### src/scpc_cfg.svh
`ifndef SCPC_CFG_SVH
`define SCPC_CFG_SVH

// register byte addresses, low address byte only
`define SCPC_ADDR_W        8
`define SCPC_ADDR_BUS_CFG  8'hDC
`define SCPC_ADDR_PWR_CTRL 8'hE0
`define SCPC_ADDR_IRQ_STAT 8'hE8
`define SCPC_ADDR_IRQ_MASK 8'hEC
`define SCPC_ADDR_FREE_RUN 8'hF4

// bus_arbitration_config fields
`define SCPC_WEIGHT_LSB    25
`define SCPC_BUS_RSV_BIT   27
`define SCPC_WEIGHT_RST    2'h0

// power_wake_control fields
`define SCPC_PHY_RESET_REQ_BIT   10
`define SCPC_LAN_EN_BIT    9
`define SCPC_ENERGY_WAKE_ENABLE_BIT     8
`define SCPC_CAUSE_LSB     3
`define SCPC_CAUSE_ED      0
`define SCPC_CAUSE_MAC     1

// interrupt status and mask fields
`define SCPC_IRQ_W         3
`define SCPC_IRQ_PHY_DONE  0
`define SCPC_IRQ_LAN_WAKE  1
`define SCPC_IRQ_ED_WAKE   2

// timing
`define SCPC_CLK_NS        100
`define SCPC_TICK_NS       160
`define SCPC_PHY_RESET_REQ_NS    100000
`define SCPC_PHY_RESET_REQ_CYC   ((`SCPC_PHY_RESET_REQ_NS + `SCPC_CLK_NS - 1) / `SCPC_CLK_NS)

`endif

### src/scpc_pkg.sv
package scpc_pkg;

  // request or grant pair for the two dma engines
  typedef struct packed {
    logic rx;
    logic tx;
  } scpc_dma_t;

  // software-visible power control fields
  typedef struct packed {
    logic       phy_reset_req;
    logic       lan_en;
    logic       energy_wake_enable;
    logic [1:0] cause;
  } scpc_pwr_t;

  // timed phy reset sequencer
  typedef enum logic [1:0] {
    SCPC_PHY_IDLE = 2'b01,
    SCPC_PHY_HOLD = 2'b10
  } scpc_phy_state_t;

  // bus slave data phase tracker
  typedef enum logic [3:0] {
    SCPC_BUS_IDLE  = 4'b0001,
    SCPC_BUS_WRITE = 4'b0010,
    SCPC_BUS_RWAIT = 4'b0100,
    SCPC_BUS_RDATA = 4'b1000
  } scpc_bus_state_t;

endpackage

### src/scpc_sys_ctrl.sv
// Summary of operation
// - weight field 00/01/10/11 gives rx:tx grant ratio 1:1, 2:1, 3:1, 4:1.
// - weight field acts only while the bus mode arbitration bit is zero.
// - writing one to phy reset bit holds phy reset at least 100 us.
// - phy reset bit clears itself when the phy leaves reset.
// - writes to phy reset bit are ignored while it reads one.
// - lan wake enable lets mac wake detect set pm event status.
// - energy wake enable lets phy interrupt set pm event status.
// - wake cause bit 3 marks energy detect, bit 4 mac wake, 00 none.
// - wake cause bits stay set until software writes one to them.
// - device reset returns the whole power control register to defaults.
// - 32-bit read-only counter, zero at reset, steps on average every 160 ns.
// - counter wraps from maximum to zero silently and keeps counting.
`timescale 1ns/1ns
`default_nettype none
`include "scpc_cfg.svh"

module scpc_sys_ctrl #(
  parameter int unsigned PHY_RESET_REQ_CYC = `SCPC_PHY_RESET_REQ_CYC,
  parameter int unsigned CNT_W       = 32
) (
  // clock and reset
  input  wire logic                clk,
  input  wire logic                nrst,
  // ahb-lite slave
  input  wire logic                hsel,
  input  wire logic [31:0]         haddr,
  input  wire logic [1:0]          htrans,
  input  wire logic                hwrite,
  input  wire logic [2:0]          hsize,
  input  wire logic                hready,
  input  wire logic [31:0]         hwdata,
  output logic      [31:0]         hrdata,
  output logic                     hreadyout,
  output logic                     hresp,
  // dma arbitration
  input  wire logic                bus_arb_mode,
  input  wire logic                dma_slot,
  input  wire scpc_pkg::scpc_dma_t dma_req,
  output scpc_pkg::scpc_dma_t      dma_grant,
  // phy and wake pins
  output logic                     phy_reset_out,
  input  wire logic                mac_wake_det,
  input  wire logic                phy_irq,
  output logic                     pm_event_set,
  // interrupt
  output logic                     irq
);

  localparam int CW = $clog2(PHY_RESET_REQ_CYC + 1);

  // bus state
  scpc_pkg::scpc_bus_state_t  bus_state_reg;
  logic [`SCPC_ADDR_W-1:0]    bus_addr_reg;
  logic [31:0]                hrdata_reg;
  logic                       accept;
  logic                       wr_en;
  logic                       rd_cap;

  // register contents
  logic [1:0]                 arb_weight_sel_reg;
  logic                       bus_rsv_reg;
  scpc_pkg::scpc_pwr_t        pwr_reg;
  logic [`SCPC_IRQ_W-1:0]     irq_stat_reg;
  logic [`SCPC_IRQ_W-1:0]     irq_mask_reg;
  logic [`SCPC_IRQ_W-1:0]     irq_evt;

  // phy reset sequencer
  scpc_pkg::scpc_phy_state_t  phy_state_reg;
  logic [CW-1:0]              phy_cnt_reg;
  logic                       phy_start;
  logic                       phy_done;

  // wake inputs
  logic [1:0]                 wake_s1_reg;
  logic [1:0]                 wake_s2_reg;
  logic [1:0]                 wake_s3_reg;
  logic                       lan_evt;
  logic                       ed_evt;
  logic                       pm_event_set_reg;

  // free-running counter
  logic [8:0]                 tick_acc_reg;
  logic [8:0]                 tick_acc_next;
  logic                       tick_en;
  logic [CNT_W-1:0]           tick_counter_reg;

  // arbiter
  logic [2:0]                 rx_run_reg;
  logic                       rx_pick;

  // match the low address byte against a register address
  function automatic logic addr_is(input logic [`SCPC_ADDR_W-1:0] a,
                                   input logic [`SCPC_ADDR_W-1:0] r);
    addr_is = (a == r);
  endfunction

  // read data for one register address
  function automatic logic [31:0] rd_word(input logic [`SCPC_ADDR_W-1:0] a);
    rd_word = 32'h0000_0000;
    if (addr_is(a, `SCPC_ADDR_BUS_CFG)) begin
      rd_word[`SCPC_BUS_RSV_BIT] = bus_rsv_reg;
      rd_word[`SCPC_WEIGHT_LSB +: 2] = arb_weight_sel_reg;
    end
    if (addr_is(a, `SCPC_ADDR_PWR_CTRL)) begin
      rd_word[`SCPC_PHY_RESET_REQ_BIT] = pwr_reg.phy_reset_req;
      rd_word[`SCPC_LAN_EN_BIT] = pwr_reg.lan_en;
      rd_word[`SCPC_ENERGY_WAKE_ENABLE_BIT] = pwr_reg.energy_wake_enable;
      rd_word[`SCPC_CAUSE_LSB +: 2] = pwr_reg.cause;
    end
    if (addr_is(a, `SCPC_ADDR_IRQ_STAT)) begin
      rd_word[`SCPC_IRQ_W-1:0] = irq_stat_reg;
    end
    if (addr_is(a, `SCPC_ADDR_IRQ_MASK)) begin
      rd_word[`SCPC_IRQ_W-1:0] = irq_mask_reg;
    end
    if (addr_is(a, `SCPC_ADDR_FREE_RUN)) begin
      rd_word = 32'(tick_counter_reg);
    end
  endfunction

  // bus handshake: writes take no wait, reads take one wait state
  assign accept    = hsel && htrans[1] && hready;
  assign wr_en     = (bus_state_reg == scpc_pkg::SCPC_BUS_WRITE);
  assign rd_cap    = (bus_state_reg == scpc_pkg::SCPC_BUS_RWAIT);
  assign hreadyout = (bus_state_reg != scpc_pkg::SCPC_BUS_RWAIT);
  assign hresp     = 1'b0;
  assign hrdata    = hrdata_reg;

  // data phase tracking
  always_ff @(posedge clk) begin
    if (!nrst) begin
      bus_state_reg <= scpc_pkg::SCPC_BUS_IDLE;
      bus_addr_reg  <= '0;
    end else if (rd_cap) begin
      bus_state_reg <= scpc_pkg::SCPC_BUS_RDATA;
    end else if (accept) begin
      bus_addr_reg  <= haddr[`SCPC_ADDR_W-1:0];
      bus_state_reg <= hwrite ? scpc_pkg::SCPC_BUS_WRITE : scpc_pkg::SCPC_BUS_RWAIT;
    end else begin
      bus_state_reg <= scpc_pkg::SCPC_BUS_IDLE;
    end
  end

  // read data capture in the wait cycle
  always_ff @(posedge clk) begin
    if (!nrst) begin
      hrdata_reg <= 32'h0000_0000;
    end else if (rd_cap) begin
      hrdata_reg <= rd_word(bus_addr_reg);
    end
  end

  // arbitration configuration register
  always_ff @(posedge clk) begin
    if (!nrst) begin
      arb_weight_sel_reg <= `SCPC_WEIGHT_RST;
      bus_rsv_reg        <= 1'b0;
    end else if (wr_en && addr_is(bus_addr_reg, `SCPC_ADDR_BUS_CFG)) begin
      arb_weight_sel_reg <= hwdata[`SCPC_WEIGHT_LSB +: 2];
      bus_rsv_reg        <= hwdata[`SCPC_BUS_RSV_BIT];
    end
  end

  // power control enables and wake cause; reset clears all of it
  always_ff @(posedge clk) begin
    if (!nrst) begin
      pwr_reg.lan_en <= 1'b0;
      pwr_reg.energy_wake_enable  <= 1'b0;
      pwr_reg.cause  <= 2'h0;
    end else begin
      if (wr_en && addr_is(bus_addr_reg, `SCPC_ADDR_PWR_CTRL)) begin
        pwr_reg.lan_en <= hwdata[`SCPC_LAN_EN_BIT];
        pwr_reg.energy_wake_enable  <= hwdata[`SCPC_ENERGY_WAKE_ENABLE_BIT];
        pwr_reg.cause  <= (pwr_reg.cause & ~hwdata[`SCPC_CAUSE_LSB +: 2])
                          | {lan_evt, ed_evt};
      end else begin
        pwr_reg.cause[`SCPC_CAUSE_MAC] <= pwr_reg.cause[`SCPC_CAUSE_MAC] | lan_evt;
        pwr_reg.cause[`SCPC_CAUSE_ED]  <= pwr_reg.cause[`SCPC_CAUSE_ED] | ed_evt;
      end
    end
  end

  // phy reset request accepted only when idle
  assign phy_start = wr_en && addr_is(bus_addr_reg, `SCPC_ADDR_PWR_CTRL)
                     && hwdata[`SCPC_PHY_RESET_REQ_BIT]
                     && (phy_state_reg == scpc_pkg::SCPC_PHY_IDLE);
  assign phy_done  = (phy_state_reg == scpc_pkg::SCPC_PHY_HOLD)
                     && (phy_cnt_reg == CW'(PHY_RESET_REQ_CYC - 1));

  // timed phy reset sequencer
  always_ff @(posedge clk) begin
    if (!nrst) begin
      phy_state_reg <= scpc_pkg::SCPC_PHY_IDLE;
      phy_cnt_reg   <= '0;
    end else begin
      unique case (phy_state_reg)
        scpc_pkg::SCPC_PHY_IDLE: begin
          phy_cnt_reg <= '0;
          if (phy_start) begin
            phy_state_reg <= scpc_pkg::SCPC_PHY_HOLD;
          end
        end
        scpc_pkg::SCPC_PHY_HOLD: begin
          phy_cnt_reg <= phy_cnt_reg + CW'(1);
          if (phy_done) begin
            phy_state_reg <= scpc_pkg::SCPC_PHY_IDLE;
          end
        end
      endcase
    end
  end

  // phy reset bit and pin follow the sequencer
  always_ff @(posedge clk) begin
    if (!nrst) begin
      pwr_reg.phy_reset_req <= 1'b0;
      phy_reset_out   <= 1'b0;
    end else begin
      pwr_reg.phy_reset_req <= phy_start || (pwr_reg.phy_reset_req && !phy_done);
      phy_reset_out   <= phy_start || (phy_reset_out && !phy_done);
    end
  end

  // two-stage synchronisers then one delay stage for edges
  always_ff @(posedge clk) begin
    if (!nrst) begin
      wake_s1_reg <= 2'h0;
      wake_s2_reg <= 2'h0;
      wake_s3_reg <= 2'h0;
    end else begin
      wake_s1_reg <= {mac_wake_det, phy_irq};
      wake_s2_reg <= wake_s1_reg;
      wake_s3_reg <= wake_s2_reg;
    end
  end

  // enabled rising edges count as wake events
  assign lan_evt = pwr_reg.lan_en && wake_s2_reg[1] && !wake_s3_reg[1];
  assign ed_evt  = pwr_reg.energy_wake_enable && wake_s2_reg[0] && !wake_s3_reg[0];

  // pm event status set pulse
  always_ff @(posedge clk) begin
    if (!nrst) begin
      pm_event_set_reg <= 1'b0;
    end else begin
      pm_event_set_reg <= lan_evt || ed_evt;
    end
  end

  assign pm_event_set = pm_event_set_reg;

  // interrupt events, sticky status cleared by read, set wins
  assign irq_evt = {ed_evt, lan_evt, phy_done};

  always_ff @(posedge clk) begin
    if (!nrst) begin
      irq_stat_reg <= '0;
    end else if (rd_cap && addr_is(bus_addr_reg, `SCPC_ADDR_IRQ_STAT)) begin
      irq_stat_reg <= irq_evt;
    end else begin
      irq_stat_reg <= irq_stat_reg | irq_evt;
    end
  end

  // interrupt mask
  always_ff @(posedge clk) begin
    if (!nrst) begin
      irq_mask_reg <= '0;
    end else if (wr_en && addr_is(bus_addr_reg, `SCPC_ADDR_IRQ_MASK)) begin
      irq_mask_reg <= hwdata[`SCPC_IRQ_W-1:0];
    end
  end

  assign irq = |(irq_stat_reg & irq_mask_reg);

  // fractional divider: average tick period of 160 ns from 100 ns clock
  assign tick_acc_next = tick_acc_reg + 9'(`SCPC_CLK_NS);
  assign tick_en       = (tick_acc_next >= 9'(`SCPC_TICK_NS));

  always_ff @(posedge clk) begin
    if (!nrst) begin
      tick_acc_reg <= 9'h000;
    end else if (tick_en) begin
      tick_acc_reg <= tick_acc_next - 9'(`SCPC_TICK_NS);
    end else begin
      tick_acc_reg <= tick_acc_next;
    end
  end

  // free-running counter, wraps silently
  always_ff @(posedge clk) begin
    if (!nrst) begin
      tick_counter_reg <= '0;
    end else if (tick_en) begin
      tick_counter_reg <= tick_counter_reg + CNT_W'(1);
    end
  end

  // rx wins while its run is within the weight; weight ignored in mode one
  always_comb begin
    rx_pick = 1'b1;
    if (dma_req.rx && dma_req.tx) begin
      if (!bus_arb_mode) begin
        rx_pick = (rx_run_reg <= {1'b0, arb_weight_sel_reg});
      end else begin
        rx_pick = (rx_run_reg == 3'h0);
      end
    end else begin
      rx_pick = dma_req.rx;
    end
  end

  // grants given only in a slot
  assign dma_grant.rx = dma_slot && dma_req.rx && rx_pick;
  assign dma_grant.tx = dma_slot && dma_req.tx && !rx_pick;

  // count consecutive rx grants since the last tx grant
  always_ff @(posedge clk) begin
    if (!nrst) begin
      rx_run_reg <= 3'h0;
    end else if (dma_grant.tx) begin
      rx_run_reg <= 3'h0;
    end else if (dma_grant.rx && rx_run_reg != 3'h7) begin
      rx_run_reg <= rx_run_reg + 3'h1;
    end
  end

endmodule
`default_nettype wire

### config.mk
export PLATFORM = sky130hd
export DESIGN_NAME = scpc_sys_ctrl
export DESIGN_NICKNAME = d
export VERILOG_FILES = /design/src/scpc_pkg.sv /design/src/scpc_sys_ctrl.sv
export VERILOG_INCLUDE_DIRS = /design/src
export SDC_FILE = /design/constraint.sdc
export NUM_CORES = 1
export LEC_CHECK = 0
export ABC_AREA = 1
export BUFFER_PORTS_ARGS = -buffer_cell sky130_fd_sc_hd__buf_2
export CAP_MARGIN = 20
export CORE_ASPECT_RATIO = 1.1
export CORE_MARGIN = 10
export CORE_UTILIZATION = 56
export DETAILED_ROUTE_END_ITERATION = 10
export PLACE_DENSITY = 0.81
export SLEW_MARGIN = 20
export SYNTH_ARGS = -nofsm -noshare
export SYNTH_HDL_FRONTEND = slang
export SYNTH_SLANG_ARGS = --single-unit
### constraint.sdc
create_clock -name clk -period 4.3 [get_ports clk]
set_clock_uncertainty 0.05 [all_clocks]
set_input_delay 0.645 -clock clk [delete_from_list [all_inputs] [get_ports clk]]
set_output_delay 0.645 -clock clk [all_outputs]
set_load 0.01 [all_outputs]
### Word level (Yosys, flattened, before mapping)

Cells that the tools add are included.

* bits in registers: 122
* bits of input ports: 80
* output and inout bits: 39
* word-level logic and storage cells: 105

* add/subtract/negate cells: 5
* $lt $le $gt $ge: 2
* eq/ne operators: 14
* muxes and demuxes: 18
* bitwise gates (word level): 10
* reduce and logical (&&, ||, !) cells: 34

Operators with widths (count)
* 8-bit == test (second input constant): 5
* 32-bit by 1-bit adder with 32-bit output (second input constant): 1
* 32-bit two-way mux: 1
* 1-bit logical AND: 21
* 3-bit two-way mux: 7
* 10-bit case mux with 2 select lines: 1
* 10-bit by 1-bit adder with 10-bit output (second input constant): 1
* 10-bit == test (second input constant): 1
* 9-bit by 7-bit adder with 9-bit output (second input constant): 1
* 9-bit by 8-bit greater-or-equal comparator with 1-bit output (second input constant): 1
* 9-bit two-way mux: 1
* 9-bit by 8-bit subtractor with 9-bit output (second input constant): 1
* 2-bit two-way mux: 4
* 3-bit OR reduction: 2
* 4-bit by 2-bit == test with 1-bit output (second input constant): 1
* 4-bit by 3-bit == test with 1-bit output (second input constant): 1
* 1-bit logical NOT: 4
* 4-bit two-way mux: 1
* 2-bit inequality test (second input constant): 2
* 4-bit by 3-bit inequality test with 1-bit output (second input constant): 1
* 2-bit case mux with 2 select lines: 1
* 2-bit AND reduction: 2
* 3-bit by 1-bit adder with 3-bit output (second input constant): 1
* 3-bit bitwise AND: 1
* 14 further kinds: 20

### Depth between registers and ports, before layout

* word-level depth: 6
* mapped depth: 14
* mapped depth without buffers: 13

### Worst setup path after synthesis

No wires, ideal clock.

* path kind: flip-flop to flip-flop
* from: register tick_acc_reg[2]
* to: register tick_counter_reg[25]
* library setup time: 70 ps
* data arrival time: 1751 ps
* required time: 4180 ps
* setup slack: 2428 ps
* stages on the path, launching flop included: 13
* clock period less this slack: 1872 ps
* path through: dfxtp_1 ha_1 nand2_1 inv_1 o21ai_0 nand2_1 inv_1 ha_1 nand2_1 nand2_2 clkbuf_1 nand3_1 a21oi_1

* word-level cells in the longest chain between the ends: 2

RTL lines
* from (decl): line scpc_sys_ctrl.sv:83 `logic [8:0] tick_acc_reg;`
* from (signal assigned): line scpc_sys_ctrl.sv:285 `` tick_acc_reg <= tick_acc_next - 9'(`SCPC_TICK_NS); ``
* from (signal assigned): line scpc_sys_ctrl.sv:287 `tick_acc_reg <= tick_acc_next;`
* 9-bit by 7-bit adder with 9-bit output: line scpc_sys_ctrl.sv:278 `` assign tick_acc_next = tick_acc_reg + 9'(`SCPC_CLK_NS); ``
* 9-bit by 8-bit greater-or-equal comparator with 1-bit output: line scpc_sys_ctrl.sv:279 `` assign tick_en = (tick_acc_next >= 9'(`SCPC_TICK_NS)); ``
* to (signal assigned): line scpc_sys_ctrl.sv:296 `tick_counter_reg <= tick_counter_reg + CNT_W'(1);`
* to (decl): line scpc_sys_ctrl.sv:86 `logic [CNT_W-1:0] tick_counter_reg;`

Every way passes these cells.
A chain may end at the register's enable or synchronous reset.

### Final worst setup path

* from: register tick_acc_reg[2]
* to: register tick_counter_reg[8]

The elaborated chain is that of the path after synthesis.

==> reports/results.tsv <==
metric	value	unit
outcome	finished, final reports clean	
drt first pass iters	7	
GR Util All Layers	0.1929	
Net count, final	978	
Overall Power	3.116	mW
top post-synthesis cells by area	dfxtp_1, nand2_1, nor2_1	
Ports	119	
Final Critical Period	2.842	ns
crit path DAT	3.17	ns
share of the synthesized area in the top cell type	0.4231	
TritonCTS Sinks	120	
largest net degree at the start of global routing	46	
Area Growth Syn to Fin	17.12	%
die footprint	0.01457	mm2
routability cong.	0.9723	
final-report hold violation count	0	
library cells used by synthesis	32	
vias in the first global route	5117	
PD cells	468.6	mW/mm2
ys async rst share	0	
Post-Route WL	13600	um
die height	125.6	um
leakage power	2.712	nW
RSZ-0062 raised after global routing	false	
initial antenna violation count	0	
Worst Reg2Reg Path Length in Cells	12	
grt total ovfl	0	
most frequent CP cell	nand2_1	
setup bufs post-CTS	0	
Synth Net Count	918	
CTS resizes	0	
Reg clk slew, reported paths	0.06	ns
Crit Path Max Fanout	42	
Die X	116.0	um
Post-synth top cells	nand2_1, dfxtp_1, nor2_1, a21oi_1, inv_1	
Crit-path slowest cell	nand2_2	
ANT cells	0	
Mapped Area	0.005678	mm2
Slew HR	0.4441	
register area share after synthesis	0.4231	
H-Tree Depth	4	
#FFs+latches synth	120	
WS Path Type	flip-flop to flip-flop	
highest clock rate	351.8	MHz
Hold Crit Depth	3	
cts-stage hold buffer count	0	
synthesized area per cell	6.849	um2
Root Driver	clkbuf_8	
Post-route DRC	0	
first-pass GRT wire length	23470	um
Routed Antenna Nets	0	
largest area contributor in the netlist	dfxtp_1	
fraction of layout cells with a size suffix above 1	0.1242	
total core area	0.009889	mm2
EDFF count, synth	0	
Slew @ Worst Pin	0.8329	ns
Total Neg Setup Slack	0	ns
crit path launch type	flip-flop	
Starting Density	0.5741	
CTS tree	done	
CP Cell Sequence	ha_1, nand2_1, inv_1, o21ai_0, nand2_1, inv_1, ha_1, nand2_1, nand2_2, nand2_2, o21ai_1, a21oi_1	
most frequent cell after synthesis	nand2_1	
max_cap viols	0	
Ys Warns	0	
Max IR drop VDD	0.0003497	V
Post-synth top flop	dfxtp_1	
final core utilization	0.6724	
Max Transition Viols Final	0	
max incr delay on CP	0.57	ns
Clock Latency Late Sink	0.53	ns
Mapped Cells	829	
final period utilization	0.6610	
CTS Buf Count	17	
Iter 0 DRT Violations	516	
Worst Hold Class	input pin to flip-flop	
Via Count	5412	
drt wl/cell	13.30	um
DR vias/cell	5.295	
Worst setup EP type	flip-flop	
HPWL after detailed placement	9347	um
Rows	38	
Port Buffers	68	
maximum buffer depth of the clock tree	2	
final setup vio count	0	
Crit path required time	4.63	ns
## cell families (layout without fill, tap and decap cells)
| family | Yosys count | after routing | synth area share |
|---|---|---|---|
| xor+xnor | 13 | 13 | 0.02468 |
| buf+inv | 108 | 181 | 0.07779 |
| fa+ha+maj | 9 | 9 | 0.01983 |
| simple gates | 441 | 441 | 0.3299 |
| other cells | 1 | 1 | 0.0006605 |
| flops | 120 | 120 | 0.4231 |
| compound gates | 137 | 137 | 0.1241 |
## layer usage
metal | global-route usage | vias to the layer above | routed length, um
met5 | 0 | - | 0
met1 | 0.2378 | 2431 | 6244
met4 | 0.07296 | 0 | 183
met2 | 0.3065 | 160 | 6283
met3 | 0.06125 | 20 | 885
li1 | - | 2801 | -
## where the power goes
group          internal, mW  total [mW]  leakage, nW  switching, mW
clock                 0.958        1.45        0.302          0.487
combinational         0.110       0.486         1.44          0.375
sequential             1.15        1.19        0.971         0.0364
## stage by stage
| step | instance area, um2 | worst slack, ns | hold WS (ns) | std cells |
|---|---|---|---|---|
| after global placement | 6042 | 1.549 | 0.3471 | 990 |
| after CTS | 6650 | 1.474 | 0.2449 | 1022 |
| after floorplan | 5678 | 2.428 | 0.3405 | 829 |
| after detailed placement | 6042 | 1.521 | 0.3512 | 990 |
| after global routing | 6650 | 1.120 | 0.2370 | 1022 |
| final | 6650 | 1.458 | 0.2452 | 1022 |
## layout make-up
cell class	instances	area (um2)
flip-flops and latches	120	2402
fillers	870	3239
multi-input cells	601	2834
inverters	78	292.8
clock buffers	25	494.2
repair buffers	71	362.8
clock inverters	7	113.9
well taps	120	150.1
## critical path, delay by kind of cell (launching register included)
kind | cells | cell delay, ns
simple gates | 5 | 1.23
compound gates | 3 | 0.51
fa+ha+maj | 2 | 0.39
flops | 1 | 0.34
buf+inv | 2 | 0.13
## layout by cell type (no fill, tap or decap), drive strengths merged
| cell type | synthesis | layout |
|---|---|---|
| o21ai | 43 | 43 |
| o21a | 1 | 1 |
| dfxtp | 120 | 120 |
| nor3b | 2 | 2 |
| inv | 78 | 78 |
| nand3b | 13 | 13 |
| nand2 | 222 | 222 |
| or2 | 1 | 1 |
| bufinv | 0 | 3 |
| clkinv | 0 | 4 |
| nor4 | 1 | 1 |
| nand4 | 12 | 12 |
| o221ai | 1 | 1 |
| nand3 | 65 | 65 |
| a211oi | 2 | 2 |
| nor3 | 9 | 9 |
| xor2 | 12 | 12 |
| nor2 | 116 | 116 |
| clkbuf | 14 | 25 |
| ha | 9 | 9 |
| xnor2 | 1 | 1 |
| conb | 1 | 1 |
| a31oi | 6 | 6 |
| buf | 16 | 71 |
| a21oi | 84 | 84 |
## worst paths after layout
path | startpoint | to | slack, ns
setup reg to reg | tick_acc_reg[2] | tick_counter_reg[8] | 1.46
hold reg to reg | wake_s1_reg[1] | wake_s2_reg[1] | 0.37
setup / recovery | tick_acc_reg[2] | tick_counter_reg[8] | 1.46
hold / removal | mac_wake_det | wake_s1_reg[1] | 0.25
Note: power is estimated with default switching activity, not from simulation.
